==> src/design/dhp_pkg.sv <==
// Package for the dual-channel host bus port: widths, channel codes, carriers.
// Assumes a single 20 MHz clock domain and eight host-visible registers per channel.
package dhp_pkg;
   localparam int DHP_ADDR_W = 3;
   localparam int DHP_DATA_W = 8;
   localparam int DHP_NUM_REGS = 8;
   localparam int DHP_NUM_CHAN = 2;
   localparam int DHP_CHAN_A = 0;
   localparam int DHP_CHAN_B = 1;
   localparam logic DHP_PICK_A = 1'h1;
   localparam int DHP_BCAST_BIT = 0;
   localparam logic [7:0] DHP_REG_RST = 8'h00;
   localparam logic [2:0] DHP_SYNC_RST = 3'h7;
   localparam logic [5:0] DHP_STAT_RST = 6'h0F;

   typedef struct packed {
      logic [DHP_ADDR_W-1:0] addr;
      logic [DHP_DATA_W-1:0] data;
   } dhp_access_t;

   typedef struct packed {
      logic irq;
      logic tx_ready;
      logic rx_ready;
   } dhp_chan_stat_t;
endpackage

==> src/design/dhp_port.sv <==
// Host bus port of a two-channel UART: strobes, chip select, channel pick, data bus.
// Assumes host pins are asynchronous to clk and each channel's core supplies status.
`timescale 1ns/1ns
`default_nettype none
module dhp_port
   import dhp_pkg::*;
#(
   parameter int NUM_REGS = DHP_NUM_REGS
) (
   input wire logic clk,
   input wire logic rst,
   input wire logic chip_select_n,
   input wire logic read_strobe_n,
   input wire logic write_strobe_n,
   input wire logic channel_pick,
   input wire logic [DHP_ADDR_W-1:0] reg_addr,
   input wire logic [DHP_DATA_W-1:0] data_in,
   output logic [DHP_DATA_W-1:0] data_out,
   output logic data_oe,
   input wire logic alternate_function_ctrl,
   input wire dhp_chan_stat_t stat_a,
   input wire dhp_chan_stat_t stat_b,
   output logic irq_chan_a,
   output logic irq_chan_b,
   output logic tx_ready_chan_a_n,
   output logic tx_ready_chan_b_n,
   output logic rx_ready_chan_a_n,
   output logic rx_ready_chan_b_n
);
   // ==========================================================
   // Pin synchronisers.
   // Strobes are asynchronous, so every host pin but alternate_function_ctrl passes two flops before use.
   logic [2:0] s1_q, s2_q, s3_q;
   logic [2:0] pin_raw;
   logic pick1_q, pick2_q;
   dhp_access_t acc1_q, acc2_q;
   assign pin_raw = {chip_select_n, read_strobe_n, write_strobe_n};

   always_ff @(posedge clk or posedge rst) begin
      if (rst) begin
         s1_q <= DHP_SYNC_RST;
         s2_q <= DHP_SYNC_RST;
         s3_q <= DHP_SYNC_RST;
         pick1_q <= 1'h0;
         pick2_q <= 1'h0;
         acc1_q <= '0;
         acc2_q <= '0;
      end else begin
         s1_q <= pin_raw;
         s2_q <= s1_q;
         s3_q <= s2_q;
         pick1_q <= channel_pick;
         pick2_q <= pick1_q;
         acc1_q <= '{addr: reg_addr, data: data_in};
         acc2_q <= acc1_q;
      end
   end

   logic cs_n, rd_n, wr_n, rd_fall, wr_rise;
   assign cs_n = s2_q[2];
   assign rd_n = s2_q[1];
   assign wr_n = s2_q[0];
   assign rd_fall = s3_q[1] && !rd_n;
   assign wr_rise = !s3_q[0] && wr_n;

   // ==========================================================
   // Register arrays and access logic.
   // The data lines are synchronised too; the host holds them over the strobe.
   // Drive and release lag the pins by three clocks; a host that turns the bus
   // around sooner than that would meet the port's drivers on the wires.
   logic [DHP_DATA_W-1:0] regs_q [DHP_NUM_CHAN][NUM_REGS];
   logic [DHP_DATA_W-1:0] data_out_q, data_out_d;
   logic data_oe_q, data_oe_d;
   logic sel_b;
   logic [DHP_NUM_CHAN-1:0] wr_en;
   assign sel_b = (pick2_q != DHP_PICK_A);

   always_comb begin
      wr_en = '0;
      if (wr_rise && !cs_n) begin
         if (alternate_function_ctrl) begin
            wr_en = '1;
         end else begin
            wr_en[DHP_CHAN_B] = sel_b;
            wr_en[DHP_CHAN_A] = !sel_b;
         end
      end
   end

   genvar gc;
   generate
      for (gc = 0; gc < DHP_NUM_CHAN; gc++) begin : g_chan
         always_ff @(posedge clk or posedge rst) begin
            if (rst) begin
               for (int r = 0; r < NUM_REGS; r++) begin
                  regs_q[gc][r] <= DHP_REG_RST;
               end
            end else if (wr_en[gc]) begin
               regs_q[gc][acc2_q.addr] <= acc2_q.data;
            end
         end
      end
   endgenerate

   always_comb begin
      data_out_d = data_out_q;
      data_oe_d = !cs_n && !rd_n && data_oe_q;
      if (rd_fall && !cs_n) begin
         data_out_d = regs_q[sel_b ? DHP_CHAN_B : DHP_CHAN_A][acc2_q.addr];
         data_oe_d = 1'h1;
      end
   end

   always_ff @(posedge clk or posedge rst) begin
      if (rst) begin
         data_out_q <= DHP_REG_RST;
         data_oe_q <= 1'h0;
      end else begin
         data_out_q <= data_out_d;
         data_oe_q <= data_oe_d;
      end
   end
   assign data_out = data_out_q;
   assign data_oe = data_oe_q;

   // ==========================================================
   // Channel status outputs, registered from the cores' status.
   logic [5:0] stat_q, stat_d;
   always_comb begin
      stat_d = {stat_a.irq, stat_b.irq,
                !stat_a.tx_ready, !stat_b.tx_ready,
                !stat_a.rx_ready, !stat_b.rx_ready};
   end
   always_ff @(posedge clk or posedge rst) begin
      if (rst) begin
         stat_q <= DHP_STAT_RST;
      end else begin
         stat_q <= stat_d;
      end
   end
   assign irq_chan_a = stat_q[5];
   assign irq_chan_b = stat_q[4];
   assign tx_ready_chan_a_n = stat_q[3];
   assign tx_ready_chan_b_n = stat_q[2];
   assign rx_ready_chan_a_n = stat_q[1];
   assign rx_ready_chan_b_n = stat_q[0];
endmodule
`default_nettype wire

==> config.mk <==
export PLATFORM = sky130hd
export DESIGN_NAME = dhp_port
export DESIGN_NICKNAME = d
export VERILOG_FILES = /design/src/design/dhp_pkg.sv /design/src/design/dhp_port.sv
export SDC_FILE = /design/constraint.sdc
export NUM_CORES = 1
export LEC_CHECK = 0
export BUFFER_PORTS_ARGS = -buffer_cell sky130_fd_sc_hd__buf_2
export CORE_ASPECT_RATIO = 1.4
export CORE_MARGIN = 3
export CORE_UTILIZATION = 35
export DETAILED_ROUTE_END_ITERATION = 10
export PLACE_DENSITY = 0.6
export RECOVER_POWER = 25
export SLEW_MARGIN = 20
export SYNTH_ARGS = -nofsm -noshare
export SYNTH_HDL_FRONTEND = slang
export SYNTH_SLANG_ARGS = --single-unit
==> constraint.sdc <==
create_clock -name clk -period 4.9 [get_ports clk]
set_input_delay 0.49 -clock clk [delete_from_list [all_inputs] [get_ports clk]]
set_output_delay 0.49 -clock clk [all_outputs]
set_load 0.005 [all_outputs]
==> results.md, run 1 <==
Job:
- The max-capacitance violation count is 1.

Status:
- The flow ran to the end, but the final reports show violations.
- The checks that failed: max-capacitance violations, max-slew violations.

Min path:
- The worst hold path belongs to the class in -> reg.
- The worst hold path was traced through 2 stages.
- The worst hold path begins at stat_a[0].
- For hold timing, the worst endpoint is stat_q[1].

Place:
- The detailed-placement wirelength estimate is 10.29 mm.
- The final weighted congestion of routability-driven global placement is between 0.7 and 0.8.
- Summing all placed instances gives a cell area of 0.007674 mm².
- The number of I/O port buffers is 38.
- Including well taps, the total number of placed cells is 727.

Power:
- The leakage power total is 3.755 nW.
- Internal power comes to 0.002761 W.
- The fraction of power consumed by combinational cells is 10.9%.
- The clock network is responsible for 39.7% of the overall power.
- IR analysis of the VDD net gives a maximum drop of 0.2417 mV.
- Net switching is 23.92% of the power.
- For this design the ratio of total power to cell area is 437.4 mW/mm².
- The switching power total is 0.0008679 W.
- Sequential cells account for 49.3% of the total power.

Global routing:
- The number of global-route vias before repair is between 4,000 and 5,000.
- After global routing, the most crowded layer is met2.
- The maximum number of pins on one net before global-route repair is 135.
- The met3 routing resource usage after global routing is 3.481%.
- The global routing met1 resource utilization is roughly 17%.
- The remaining global-route overflow is 0.
- The initial antenna violation count was 0.
- Global routing consumed, over all layers together, 14.57% of the routing resources.
- The first global-routing pass estimated 24.79 mm of wire.
- For met2 alone, demand over resource in global routing was 25.55%.

Floorplan:
- The initialized floorplan defines 61 standard-cell rows.
- Measured along the x axis, the die boundary spans 127.7 µm.
- The die covers around 0.023 mm².
- The placeable core region is 0.02015 mm².
- From bottom edge to top edge, the die measures around 180 µm.
- The starting density of the core is a little over a third.
- The boundary pin count is 39.

Final layout:
- The area growth from synthesis to layout is 14.35%.
- The filler cells instantiated in the layout total 1,927.
- The fraction of final layout cells with drive strength greater than 1 is between 50 and 60%.
- Summing all multi-input logic gate instances after layout gives roughly 0.0027 mm².
- Leaving out filler cells and counting taps, the final layout contains 759.
- 0 antenna diodes ended up in the layout.
- Summing all non-filler instances in the final layout gives an area of around 0.0083 mm².
- The layout net count is 518.
- Across the whole layout, storage elements account for 0.004397 mm².

Route:
- In this run the remaining antenna-violating nets after routing total 0.
- Dividing the detail-routed wire length by the instance count gives between 20 and 25 µm.
- The routed wire length is 15.40 mm.
- In this run, the number of DRC markers left after iteration 0 of detailed routing was between 150 and 200.
- The number of vias per cell is 5.192.
- The number of optimization iterations in the first detailed-route pass is 6.
- The number of vias after detailed routing is between 3,000 and 4,000.
- The final routed DRC violation total is 0.

Synthesis:
- The number of distinct library cells after synthesis is 37.
- The area of the mapped netlist is 0.007254 mm².
- Counting every net in the synthesized netlist gives ~480.
- The gate count of the mapped netlist is 458.
- The sequential cell area fraction in the yosys report is about three fifths.
- The Yosys step of the flow raised 0 warnings.
- After synthesis, the mean cell area works out to 15.84 µm².
- The count of state elements after synthesis is roughly 180.

Timing:
- Hold is met by about 150 ps.
- The headroom to the max-slew limit is -24.74%.
- Setup total negative slack on the finished layout was measured at 0 ps.
- The actual slew at the worst max-slew pin is 1861 ps.
- The clock period minus worst slack is 2484 ps.
- The number of hold-slack violations in the final timing report is 0.
- The portion of the clock cycle consumed by the worst path in the final layout is 50.69%.
- The final count of pins violating max slew is 42.
- Setup repair after global routing left no endpoint under its margin.
- The worst-case clock skew is ~9 ps.
- The maximum clock frequency is 0.4026 GHz.
- Setup violations remaining at the end of the flow were counted as 0.

Clock tree:
- The H-tree was split into 4 levels.
- The clock transition at the registers of the reported paths is 70 ps.
- Clock tree synthesis found a total of 175 sinks.
- The clock latency on the worst-skew pair is about 430 ps.
- TritonCTS created 17 clock buffers.
- The root buffer cell is sky130_fd_sc_hd__clkbuf_16.
- After clock tree synthesis, the flow added hold-fix buffers numbering 0.
- TritonCTS built the clock tree.
- The post-cts resize count is 0.
- The number of buffers on the longest clock path is 2.
- The buffer count from post-CTS setup fixing is 0.

Critical path:
- The startpoint identified for the worst register-to-register timing path is acc2_q[9].
- For the worst setup path, the data required time is about 5200 ps.
- The worst register-to-register path has a setup slack of 2420 ps.
- Along the worst path, the maximum fanout reaches 11.
- The endpoint identified for the worst register-to-register timing path is regs_q[113].
- The element type at the critical path start is a register.
- The critical path arrival is between 2000 and 3000 ps.
- STA classifies the critical path endpoint as a register.
- Measured in cells, the most critical reg-to-reg path has a length of 4.
- The critical path is of the reg -> reg type.
==> cell type report <==
cell class / instances / area share [%]
clock inverter: 15 / 2.489
clock buffer: 17 / 5.128
timing repair buffer: 43 / 2.805
multi-input combinational: 251 / 32.49
tap: 252 / 3.801
sequential: 175 / 53.00
inverter: 6 / 0.2866
==> placed cells by master, fill, tap and decap left out, types with 3 or more instances in the layout <==
cell type and n:
sky130_fd_sc_hd__dfrtp_1 161, sky130_fd_sc_hd__mux2_2 131, sky130_fd_sc_hd__buf_2 32, sky130_fd_sc_hd__mux2i_1 24, sky130_fd_sc_hd__mux4_2 20, sky130_fd_sc_hd__clkbuf_16 17, sky130_fd_sc_hd__nor2_1 11, sky130_fd_sc_hd__dfstp_2 10
sky130_fd_sc_hd__nand2_1 9, sky130_fd_sc_hd__o22ai_1 6, sky130_fd_sc_hd__a31oi_1 6, sky130_fd_sc_hd__clkbuf_1 6, sky130_fd_sc_hd__nor2_2 5, sky130_fd_sc_hd__inv_1 5, sky130_fd_sc_hd__inv_6 5, sky130_fd_sc_hd__o221a_2 4
sky130_fd_sc_hd__nand3_2 4, sky130_fd_sc_hd__bufinv_16 4, sky130_fd_sc_hd__buf_4 4, sky130_fd_sc_hd__nand2b_1 3, sky130_fd_sc_hd__a22oi_1 3
==> state kept, by name (all words and copies together) (netlist names) <==
register,cells
pick1_q,1
regs_q,128
acc2_q,11
data_oe,1
data_out,8
pick2_q,1
s1_q,3
s3_q,2
stat_q,6
s2_q,3
acc1_q,11
==> critical path, stage by stage, from the launching register on <==
cell and delay, ps:
sky130_fd_sc_hd__dfrtp_1 530, sky130_fd_sc_hd__nor2_1 510, sky130_fd_sc_hd__nand2_1 360, sky130_fd_sc_hd__nor2_2 550, sky130_fd_sc_hd__mux2_2 410
==> logic make-up (layout without fill, tap and decap cells) <==
logic type	after synthesis	after routing	share of synthesized area [%]
simple gates	48	48	4.174
mux	175	175	29.86
buf+inv	32	81	2.346
flops	175	175	60.57
compound gates	28	28	3.053
==> Yosys cell counts, drive strengths merged <==
cell type | instances | share of area [%]
clkbuf | 11 | 0.59
inv | 6 | 0.31
nor2b | 2 | 0.17
o22ai | 6 | 0.52
mux4 | 20 | 6.2
a21oi | 2 | 0.14
a22oi | 3 | 0.31
o221a | 4 | 0.62
nand3b | 4 | 0.52
nor3b | 2 | 0.36
and3 | 1 | 0.086
nor3 | 1 | 0.069
nand3 | 4 | 0.55
o211ai | 1 | 0.29
o21ai | 2 | 0.14
and2 | 1 | 0.086
or3b | 1 | 0.12
dfstp | 12 | 4.3
dfrtp | 163 | 56
or3 | 1 | 0.086
mux2 | 131 | 20
a211o | 2 | 0.24
nand2 | 10 | 0.55
nand2b | 3 | 0.26
o32a | 2 | 0.28
buf | 15 | 1.4
a31oi | 6 | 0.52
mux2i | 24 | 3.3
nor2 | 18 | 1.3
==> worst max path at each step <==
stage	from	to	slack, ps	cells past startpoint
final	acc2_q[9]	regs_q[113]	2420	4
after global routing	acc2_q[9]	regs_q[113]	2320	4
after detailed placement	acc2_q[9]	regs_q[113]	2440	4
after floorplan	rst	acc1_q[0]	2180	1
after global placement	pick2_q	data_out[3]	2460	5
after CTS	acc2_q[9]	regs_q[113]	2410	4
==> power groups by stage <==
stage / logic [W] / registers [W] / clock network (W)
after floorplan: 0.000333 / 0.00176 / 0
after global placement: 0.000390 / 0.00181 / 0
after detailed placement: 0.000405 / 0.00182 / 0
after CTS: 0.000406 / 0.00179 / 0.00148
after global routing: 0.000437 / 0.00182 / 0.00154
final: 0.000396 / 0.00179 / 0.00144
==> stage by stage <==
stage	worst slack, ps	total power (W)	util [%]
after detailed placement	2435	0.002223	38.08
after CTS	2414	0.003676	41.22
final	2416	0.003629	41.17
after global routing	2319	0.003791	41.17
after floorplan	2181	0.002088	-
after global placement	2459	0.002197	38.08
==> per-layer routing <==
layer / share of wire, % / vias to the layer above
met3: 3.3 / 31
met5: 0 / -
met4: 3.0 / 0
met1: 40 / 2101
met2: 54 / 69
li1: - / 1740
(Power assumes the default switching activity.)
==> run 2: changes to the inputs <==
PLACE_DENSITY = 0.59   (was 0.6)
clock period = 2.45 ns   (was 4.9 ns; I/O delays follow)
==> run 2 against run 1 <==
  * The run still ends with max-capacitance violations, max-slew violations left
  * Die area is the same
  * Clock skew fell by 1.2 ps
  * Cell area increased by 3.0%
  * Final cell count increased by 4.0%
  * Non-clock buffer count increased by 30
  * Worst setup slack worse by 2100 ps
  * Sequential power is 99% higher
  * Global-route usage barely moved
  * Power increased by 94%
  * Critical path depth up 1
  * Flip-flop and latch count stayed put
  * Critical path type unchanged
  * Largest power group unchanged
==> results.md, run 2 (same netlist as run 1, synthesis figures left out) <==
Route:
- The number of optimization iterations in the first detailed-route pass is 4 (was 6).
- The number of DRC markers after the initial detailed-route iteration is 240 (was 199).
- The number of vias per cell came to 5.075 (was 5.192).
- The number of vias after detailed routing is 4,004 (was 3,941).
- The final routed DRC violation total is 0 (unchanged).
- The routed wire length was 15.48 mm (was 15.40 mm).
- The post-route antenna net violation count came to 0 (unchanged).
- The final routed wire length divided by cell count is 19.62 µm (was 20.29 µm).

Place:
- The number of I/O port buffers is 38 (unchanged).
- The setup slack after placement is 327.9 ps (was 2435 ps).
- The final weighted congestion of routability-driven global placement came to 0.7771 (was 0.7633).
- The number of instances in the placed design came to 735 (was 727).
- The detailed-placement wirelength estimate is 10.61 mm (was 10.29 mm).

Timing:
- The portion of the clock cycle consumed by the worst path in the final layout is 85.13% (was 50.69%).
- The number of hold-slack violations in the final timing report was 0 (unchanged).
- The final number of setup-violating endpoints is 0 (unchanged).
- The worst-case clock skew is 7.732 ps (was 8.921 ps).
- The headroom to the max-slew limit is -0.7855% (was -24.74%).
- The clock period minus worst slack is 2086 ps (was 2484 ps).
- RSZ-0062 raised after global routing: false (unchanged).
- The maximum clock frequency is 0.4794 GHz (was 0.4026 GHz).
- The final count of pins violating max slew came to 27 (was 42).
- The minimum setup slack in the final design is 364.2 ps (was 2416 ps).
- The actual slew at the worst max-slew pin was 1504 ps (was 1861 ps).

Final layout:
- The number of diodes added for antenna fixing is 0 (unchanged).
- The commonest non-fill, non-tap cell in the layout is sky130_fd_sc_hd__dfrtp_1 (unchanged).
- The fraction of final layout cells with drive strength greater than 1 is 47.86% (was 50.10%).
- The most flop-heavy register is regs_q (unchanged).
- The final cell count without fillers is 789 (was 759).
- Most frequent cells in the layout: sky130_fd_sc_hd__dfrtp_1 (161), sky130_fd_sc_hd__mux2_2 (131), sky130_fd_sc_hd__buf_2 (30) (was sky130_fd_sc_hd__dfrtp_1 (161), sky130_fd_sc_hd__mux2_2 (131), sky130_fd_sc_hd__buf_2 (32)).
- The layout net count is 548 (was 518).
- Largest registers ranked by flip-flop count: regs_q: 128 flops, acc1_q: 11 flops, acc2_q: 11 flops (unchanged).
- The area growth from synthesis to layout came to 17.82% (was 14.35%).
- The number of flip-flops under the largest register name is 128 (unchanged).
- The number of fillers in the final layout is 1,849 (was 1,927).

Global routing:
- The remaining global-route overflow is 0 (unchanged).
- The initial antenna violation count is 0 (unchanged).
- The maximum number of pins on one net before global-route repair came to 62 (was 135).
- The number of global-route vias before repair is 4,380 (was 4,373).
- The global-route wire length before repair is 24.99 mm (was 24.79 mm).
- The total global-route track usage came to 14.56% (was 14.57%).

Critical path:
- The sum of buffers and inverters on the critical path came to 1 (was 0).
- The nature of the critical path endpoint is a register (unchanged).
- The path type of the worst setup path is reg -> reg (unchanged).
- The critical path's slowest cell is sky130_fd_sc_hd__buf_4 (was sky130_fd_sc_hd__nor2_2).
- The delay of the slowest cell on the worst path is 430 ps (was 550 ps).
- CP cell instances: buf_4 -> mux2i_1 -> o22ai_1 -> a211o_1 -> o32a_1 (was nor2_1 -> nand2_1 -> nor2_2 -> mux2_2).
- The element type at the critical path start is a register (unchanged).
- The required time at the worst-slack endpoint is 2750 ps (was 5210 ps).
- The critical path arrival is 2390 ps (was 2800 ps).
- The largest fanout on the critical path is 25 (was 11).
- The largest delay contributor family on the critical path is compound AO/OA/AOI/OAI gates (was simple AND/OR/NAND/NOR gates).

Power:
- The sequential cell fraction of total power came to 50.6% (was 49.3%).
- The switching share of power is 23.54% (was 23.92%).
- The power density of the placed cells is 824.9 mW/mm² (was 437.4 mW/mm²).
- The leakage power total is 3.856 nW (was 3.755 nW).
- The internal power is 0.005391 W (was 0.002761 W).
- The switching power total is 0.001660 W (was 0.0008679 W).
- The fraction of power consumed by combinational cells is 11.9% (was 10.9%).
- The clock network fraction of total power is 37.5% (was 39.7%).
- The worst-case vdd ir drop is 0.3728 mV (was 0.2417 mV).

Clock tree:
- The clock tree from TritonCTS is done (unchanged).
- The clock transition at the registers of the reported paths was 60 ps (was 70 ps).
- The root buffer cell is sky130_fd_sc_hd__clkbuf_16 (unchanged).
- The H-tree level count is 4 (unchanged).
- The number of clock sinks is 175 (unchanged).
- The clock latency on the worst-skew pair is 420 ps (was 430 ps).
- The number of buffers inserted during clock tree synthesis is 17 (unchanged).
- The number of buffers on the longest clock path came to 2 (unchanged).
- The buffer count from post-CTS setup fixing was 0 (unchanged).

Floorplan:
- The die outline area is 0.02251 mm² (unchanged).
- The placeable core region is 0.02015 mm² (unchanged).
- The number of placement rows is 61 (unchanged).
- The width of the chip is 127.7 µm (unchanged).
- The starting density of the core was 36.00% (unchanged).
- The boundary pin count is 39 (unchanged).
- The floorplan die height was 176.3 µm (unchanged).

Job:
- The max-capacitance violation count came to 1 (unchanged).

Status:
- Violations in the final reports: max-capacitance violations, max-slew violations (unchanged).
- Status: complete, but fails checks (unchanged).

Min path:
- The worst min-delay path class was reg -> reg (was in -> reg).
## run 2: cell types whose count changed in the layout (fill, tap and decap cells not counted), sizes merged
cell | before | now
clkbuf | 23 | 31
clkinv | 4 | 1
inv | 10 | 6
bufinv | 4 | 2
clkinvlp | 3 | 6
buf | 37 | 43
dlygate4sd3 | 0 | 22
## run 2: metrics by stage
step | instance area (µm²) | hold WS (ps) | util (%) | TNS [ps] | power, W
2_1_floorplan | 7258 | 249.5 | - | -3888 | 0.004176
3_3_place_gp | 7759 | 332.1 | 38.51 | 0 | 0.004408
3_5_place_dp | 7759 | 336.4 | 38.51 | 0 | 0.004454
4_1_cts | 8558 | 351.9 | 42.47 | 0 | 0.007143
5_1_grt | 8547 | 357.2 | 42.42 | 0 | 0.007358
6_report | 8547 | 349.1 | 42.42 | 0 | 0.007051
## run 2: final cells by class
class	instances	area [µm²]	area share, %
Multi-Input combinational cell	251	2695	31.53
Inverter	6	23.77	0.2781
Timing Repair Buffer	73	536.8	6.280
Sequential cell	175	4397	51.44
Clock inverter	9	111.4	1.303
Clock buffer	23	467.9	5.475
Tap cell	252	315.3	3.689
## run 2: timing repair
item,4_1_cts,5_1_grt
endpoints found under the hold margin,47,0
setup endpoints to repair,0,0
gates resized for setup,0,0
hold buffers,22,0
## run 2: worst paths after layout
kind / startpoint / cells past startpoint / slack, ps / to
min in group asynchronous: rst / 3 / 720 / regs_q[72]
max: pick2_q / 5 / 360 / data_out[5]
min reg2reg: acc1_q[7] / 0 / 350 / acc2_q[7]
max reg2reg: pick2_q / 5 / 360 / data_out[5]
min: acc1_q[7] / 0 / 350 / acc2_q[7]
max in group asynchronous: rst / 4 / 790 / s2_q[2]
## run 2: per-layer routing
layer	up-vias	GRT usage, %	wire length (µm)
li1	1801	-	-
met1	2129	17.72	6497
met2	56	25.68	8358
met3	18	2.663	370
met4	0	5.398	254
met5	-	0	0
## run 2: power by group through the flow
| stage | Combinational [W] | Sequential, W | Clock, W |
|---|---|---|---|
| global route | 0.000925 | 0.00362 | 0.00281 |
| finish | 0.000842 | 0.00357 | 0.00264 |
| floorplan | 0.000665 | 0.00351 | 0 |
| detailed placement | 0.000833 | 0.00362 | 0 |
| global placement | 0.000810 | 0.00360 | 0 |
| CTS | 0.000863 | 0.00357 | 0.00271 |
==> run 3: changes to the inputs <==
CTS_BUF_LIST = sky130_fd_sc_hd__clkbuf_8   (was unset)
==> run 3 against run 2 <==
  * The run ends with max-capacitance violations left
  * Register-to-register slack is essentially flat
  * Count of clock-buffer cells in the layout fell by 4
  * Power fell by 9.8%
  * Final cell count did not move
  * Global-route usage rose by 0.11 points
  * Largest power group unchanged
  * Maximum frequency hardly changed
  * Die area unchanged
==> results.md, run 3 (same netlist as run 1, synthesis figures left out) <==
Status:
- Status: complete, but fails checks (unchanged).
- Violations in the final reports: max-capacitance violations (was max-capacitance violations, max-slew violations).

Critical path:
- The nature of the critical path endpoint is a register (unchanged).
- The beginning of the worst register-to-register path was pick2_q (unchanged).
- The critical path arrival is 2420 ps (was 2390 ps).
- The endpoint of the worst register-to-register path is data_out[3] (was data_out[5]).
- The largest fanout on the critical path is 25 (unchanged).
- The path type of the worst setup path is reg -> reg (unchanged).
- The element type at the critical path start is a register (unchanged).
- The minimum setup slack among reg-to-reg paths is 360 ps (about the same).
- The number of cell instances on the worst register-to-register path is 5 (unchanged).
- The required time at the worst-slack endpoint came to 2780 ps (was 2750 ps).

Power:
- The leakage power total came to 3.802 nW (was 3.856 nW).
- The power density of the placed cells was 760.1 mW/mm² (was 824.9 mW/mm²).
- The worst-case vdd ir drop was 0.3103 mV (was 0.3728 mV).

Clock tree:
- The post-cts resize count is 0 (unchanged).
- The cts-stage hold buffer count is 22 (unchanged).
- The number of clock sinks is 175 (unchanged).
- The number of buffers on the longest clock path was 2 (unchanged).
- The buffer count from post-CTS setup fixing is 0 (unchanged).
- The clock tree from TritonCTS is done (unchanged).
- The clock latency on the worst-skew pair is 460 ps (was 420 ps).
- The clock transition at the registers of the reported paths is 90 ps (was 60 ps).
- The H-tree level count is 4 (unchanged).
- The number of buffers inserted during clock tree synthesis is 17 (unchanged).
- The root buffer cell is sky130_fd_sc_hd__clkbuf_8 (was sky130_fd_sc_hd__clkbuf_16).

Final layout:
- The most flop-heavy register is regs_q (unchanged).
- The final core area utilization was 41.51% (was 42.42%).
- The fraction of final layout cells with drive strength greater than 1 is 48.98% (was 47.86%).
- Most frequent cells in the layout: sky130_fd_sc_hd__dfrtp_1 (161), sky130_fd_sc_hd__mux2_2 (131), sky130_fd_sc_hd__buf_2 (36) (was sky130_fd_sc_hd__dfrtp_1 (161), sky130_fd_sc_hd__mux2_2 (131), sky130_fd_sc_hd__buf_2 (30)).
- The area growth from synthesis to layout is 15.28% (was 17.82%).
- The number of diodes added for antenna fixing is 0 (unchanged).
- The layout net count came to 548 (unchanged).
- The number of flip-flops under the largest register name was 128 (unchanged).
- The final non-filler cell area is 0.008363 mm² (was 0.008547 mm²).
- The commonest non-fill, non-tap cell in the layout is sky130_fd_sc_hd__dfrtp_1 (unchanged).
- Largest registers ranked by flip-flop count: regs_q: 128 flops, acc1_q: 11 flops, acc2_q: 11 flops (unchanged).

Route:
- The number of vias after detailed routing is 4,024 (was 4,004).
- The number of vias per cell is 5.100 (was 5.075).
- The routed wire length is 15.44 mm (was 15.48 mm).
- The post-route antenna net violation count is 0 (unchanged).
- The final routed wire length divided by cell count is 19.57 µm (was 19.62 µm).
- The number of DRC markers after the initial detailed-route iteration was 183 (was 240).
- The final routed DRC violation total came to 0 (unchanged).
- The number of optimization iterations in the first detailed-route pass is 4 (unchanged).

Min path:
- The startpoint of the most critical hold path is acc1_q[7] (unchanged).
- The worst min-delay path class is reg -> reg (unchanged).
- The worst hold path endpoint is acc2_q[7] (unchanged).
- The worst hold path depth was 0 (unchanged).

Timing:
- The portion of the clock cycle consumed by the worst path in the final layout came to 85.17% (was 85.13%).
- The maximum clock frequency is 0.4792 GHz (was 0.4794 GHz).
- RSZ-0062 raised after global routing: false (unchanged).
- The setup TNS is 0 ps (unchanged).
- The minimum setup slack in the final design is 363.3 ps (was 364.2 ps).
- The actual slew at the worst max-slew pin came to 1491 ps (was 1504 ps).
- The number of hold-slack violations in the final timing report is 0 (unchanged).
- The final number of setup-violating endpoints is 0 (unchanged).
- The headroom to the max-slew limit is 0.05949% (was -0.7855%).
- The final count of pins violating max slew is 0 (was 27).
- The clock period minus worst slack is 2087 ps (was 2086 ps).
- The worst-case clock skew is 10.55 ps (was 7.732 ps).

Job:
- The max-capacitance violation count is 1 (unchanged).

Global routing:
- The global-route wire length before repair came to 25.09 mm (was 24.99 mm).
- The maximum number of pins on one net before global-route repair is 62 (unchanged).
- The total global-route track usage is 14.68% (was 14.56%).
- The remaining global-route overflow is 0 (unchanged).
- The initial antenna violation count is 0 (unchanged).
- The number of global-route vias before repair is 4,390 (was 4,380).

Floorplan:
- The width of the chip is 127.7 µm (unchanged).
- The boundary pin count is 39 (unchanged).
- The placeable core region was 0.02015 mm² (unchanged).
- The number of placement rows was 61 (unchanged).
- The die outline area was 0.02251 mm² (unchanged).
- The floorplan die height is 176.3 µm (unchanged).
- The starting density of the core was 36.00% (unchanged).

Place:
- The setup slack after placement is 327.9 ps (unchanged).
- The detailed-placement wirelength estimate came to 10.61 mm (unchanged).
- The final weighted congestion of routability-driven global placement is 0.7771 (unchanged).
- The area after detailed placement is 0.007759 mm² (unchanged).
- The number of I/O port buffers is 38 (unchanged).
-- run 3: cell types whose count changed in the layout (fill, tap and decap cells not counted) --
cell                        previous run  this run
sky130_fd_sc_hd__clkbuf_16            17         0
sky130_fd_sc_hd__clkbuf_8              2        19
sky130_fd_sc_hd__clkbuf_1             11         1
sky130_fd_sc_hd__buf_2                30        36
sky130_fd_sc_hd__inv_1                 5         9
-- run 3: critical path: stages, from the launching register on --
cell                      delay [ps]
sky130_fd_sc_hd__dfrtp_2         410
sky130_fd_sc_hd__buf_4           420
sky130_fd_sc_hd__mux2i_1         370
sky130_fd_sc_hd__o22ai_1         140
sky130_fd_sc_hd__a211o_1         270
sky130_fd_sc_hd__o32a_1          350
-- run 3: layer usage --
metal  up-vias  part of all wire [%]  wire [µm]  track usage [%]
met2        59                    53       8216            25.35
met5         -                     0          0                0
li1       1798                     -          -                -
met1      2144                    41       6354            17.78
met3        23                   3.0        469            3.269
met4         0                   2.6        399            5.841
-- run 3: area by class of cell --
type | count | area, µm²
timing repair buffer | 73 | 544.3
multi-input combinational | 251 | 2695
fill | 1870 | 11790
sequential | 175 | 4397
clock inverter | 13 | 126.4
clock buffer | 19 | 261.5
tap | 252 | 315.3
inverter | 6 | 23.77
-- run 3: how the worst max path moves through the flow --
stage	from	end	slack, ps	cells after the start
2_1_floorplan	rst	acc1_q[0]	-20	1
3_3_place_gp	pick2_q	data_out[3]	290	5
3_5_place_dp	pick2_q	data_out[3]	330	5
4_1_cts	pick2_q	data_out[3]	310	5
5_1_grt	acc2_q[9]	regs_q[75]	250	3
6_report	pick2_q	data_out[3]	360	5
-- run 3: report_power, final --
group          switching (W)  internal [W]
combinational       0.000322      0.000522
sequential          0.000251       0.00331
clock                0.00101      0.000945
-- run 3: metrics by stage --
| step | hold slack, ps | total power (W) | instances |
|---|---|---|---|
| detailed placement | 336.4 | 0.004454 | 735 |
| CTS | 357.0 | 0.006437 | 789 |
| global placement | 332.1 | 0.004408 | 735 |
| finish | 354.3 | 0.006357 | 789 |
| global route | 363.8 | 0.006675 | 789 |
| floorplan | 249.5 | 0.004176 | 458 |
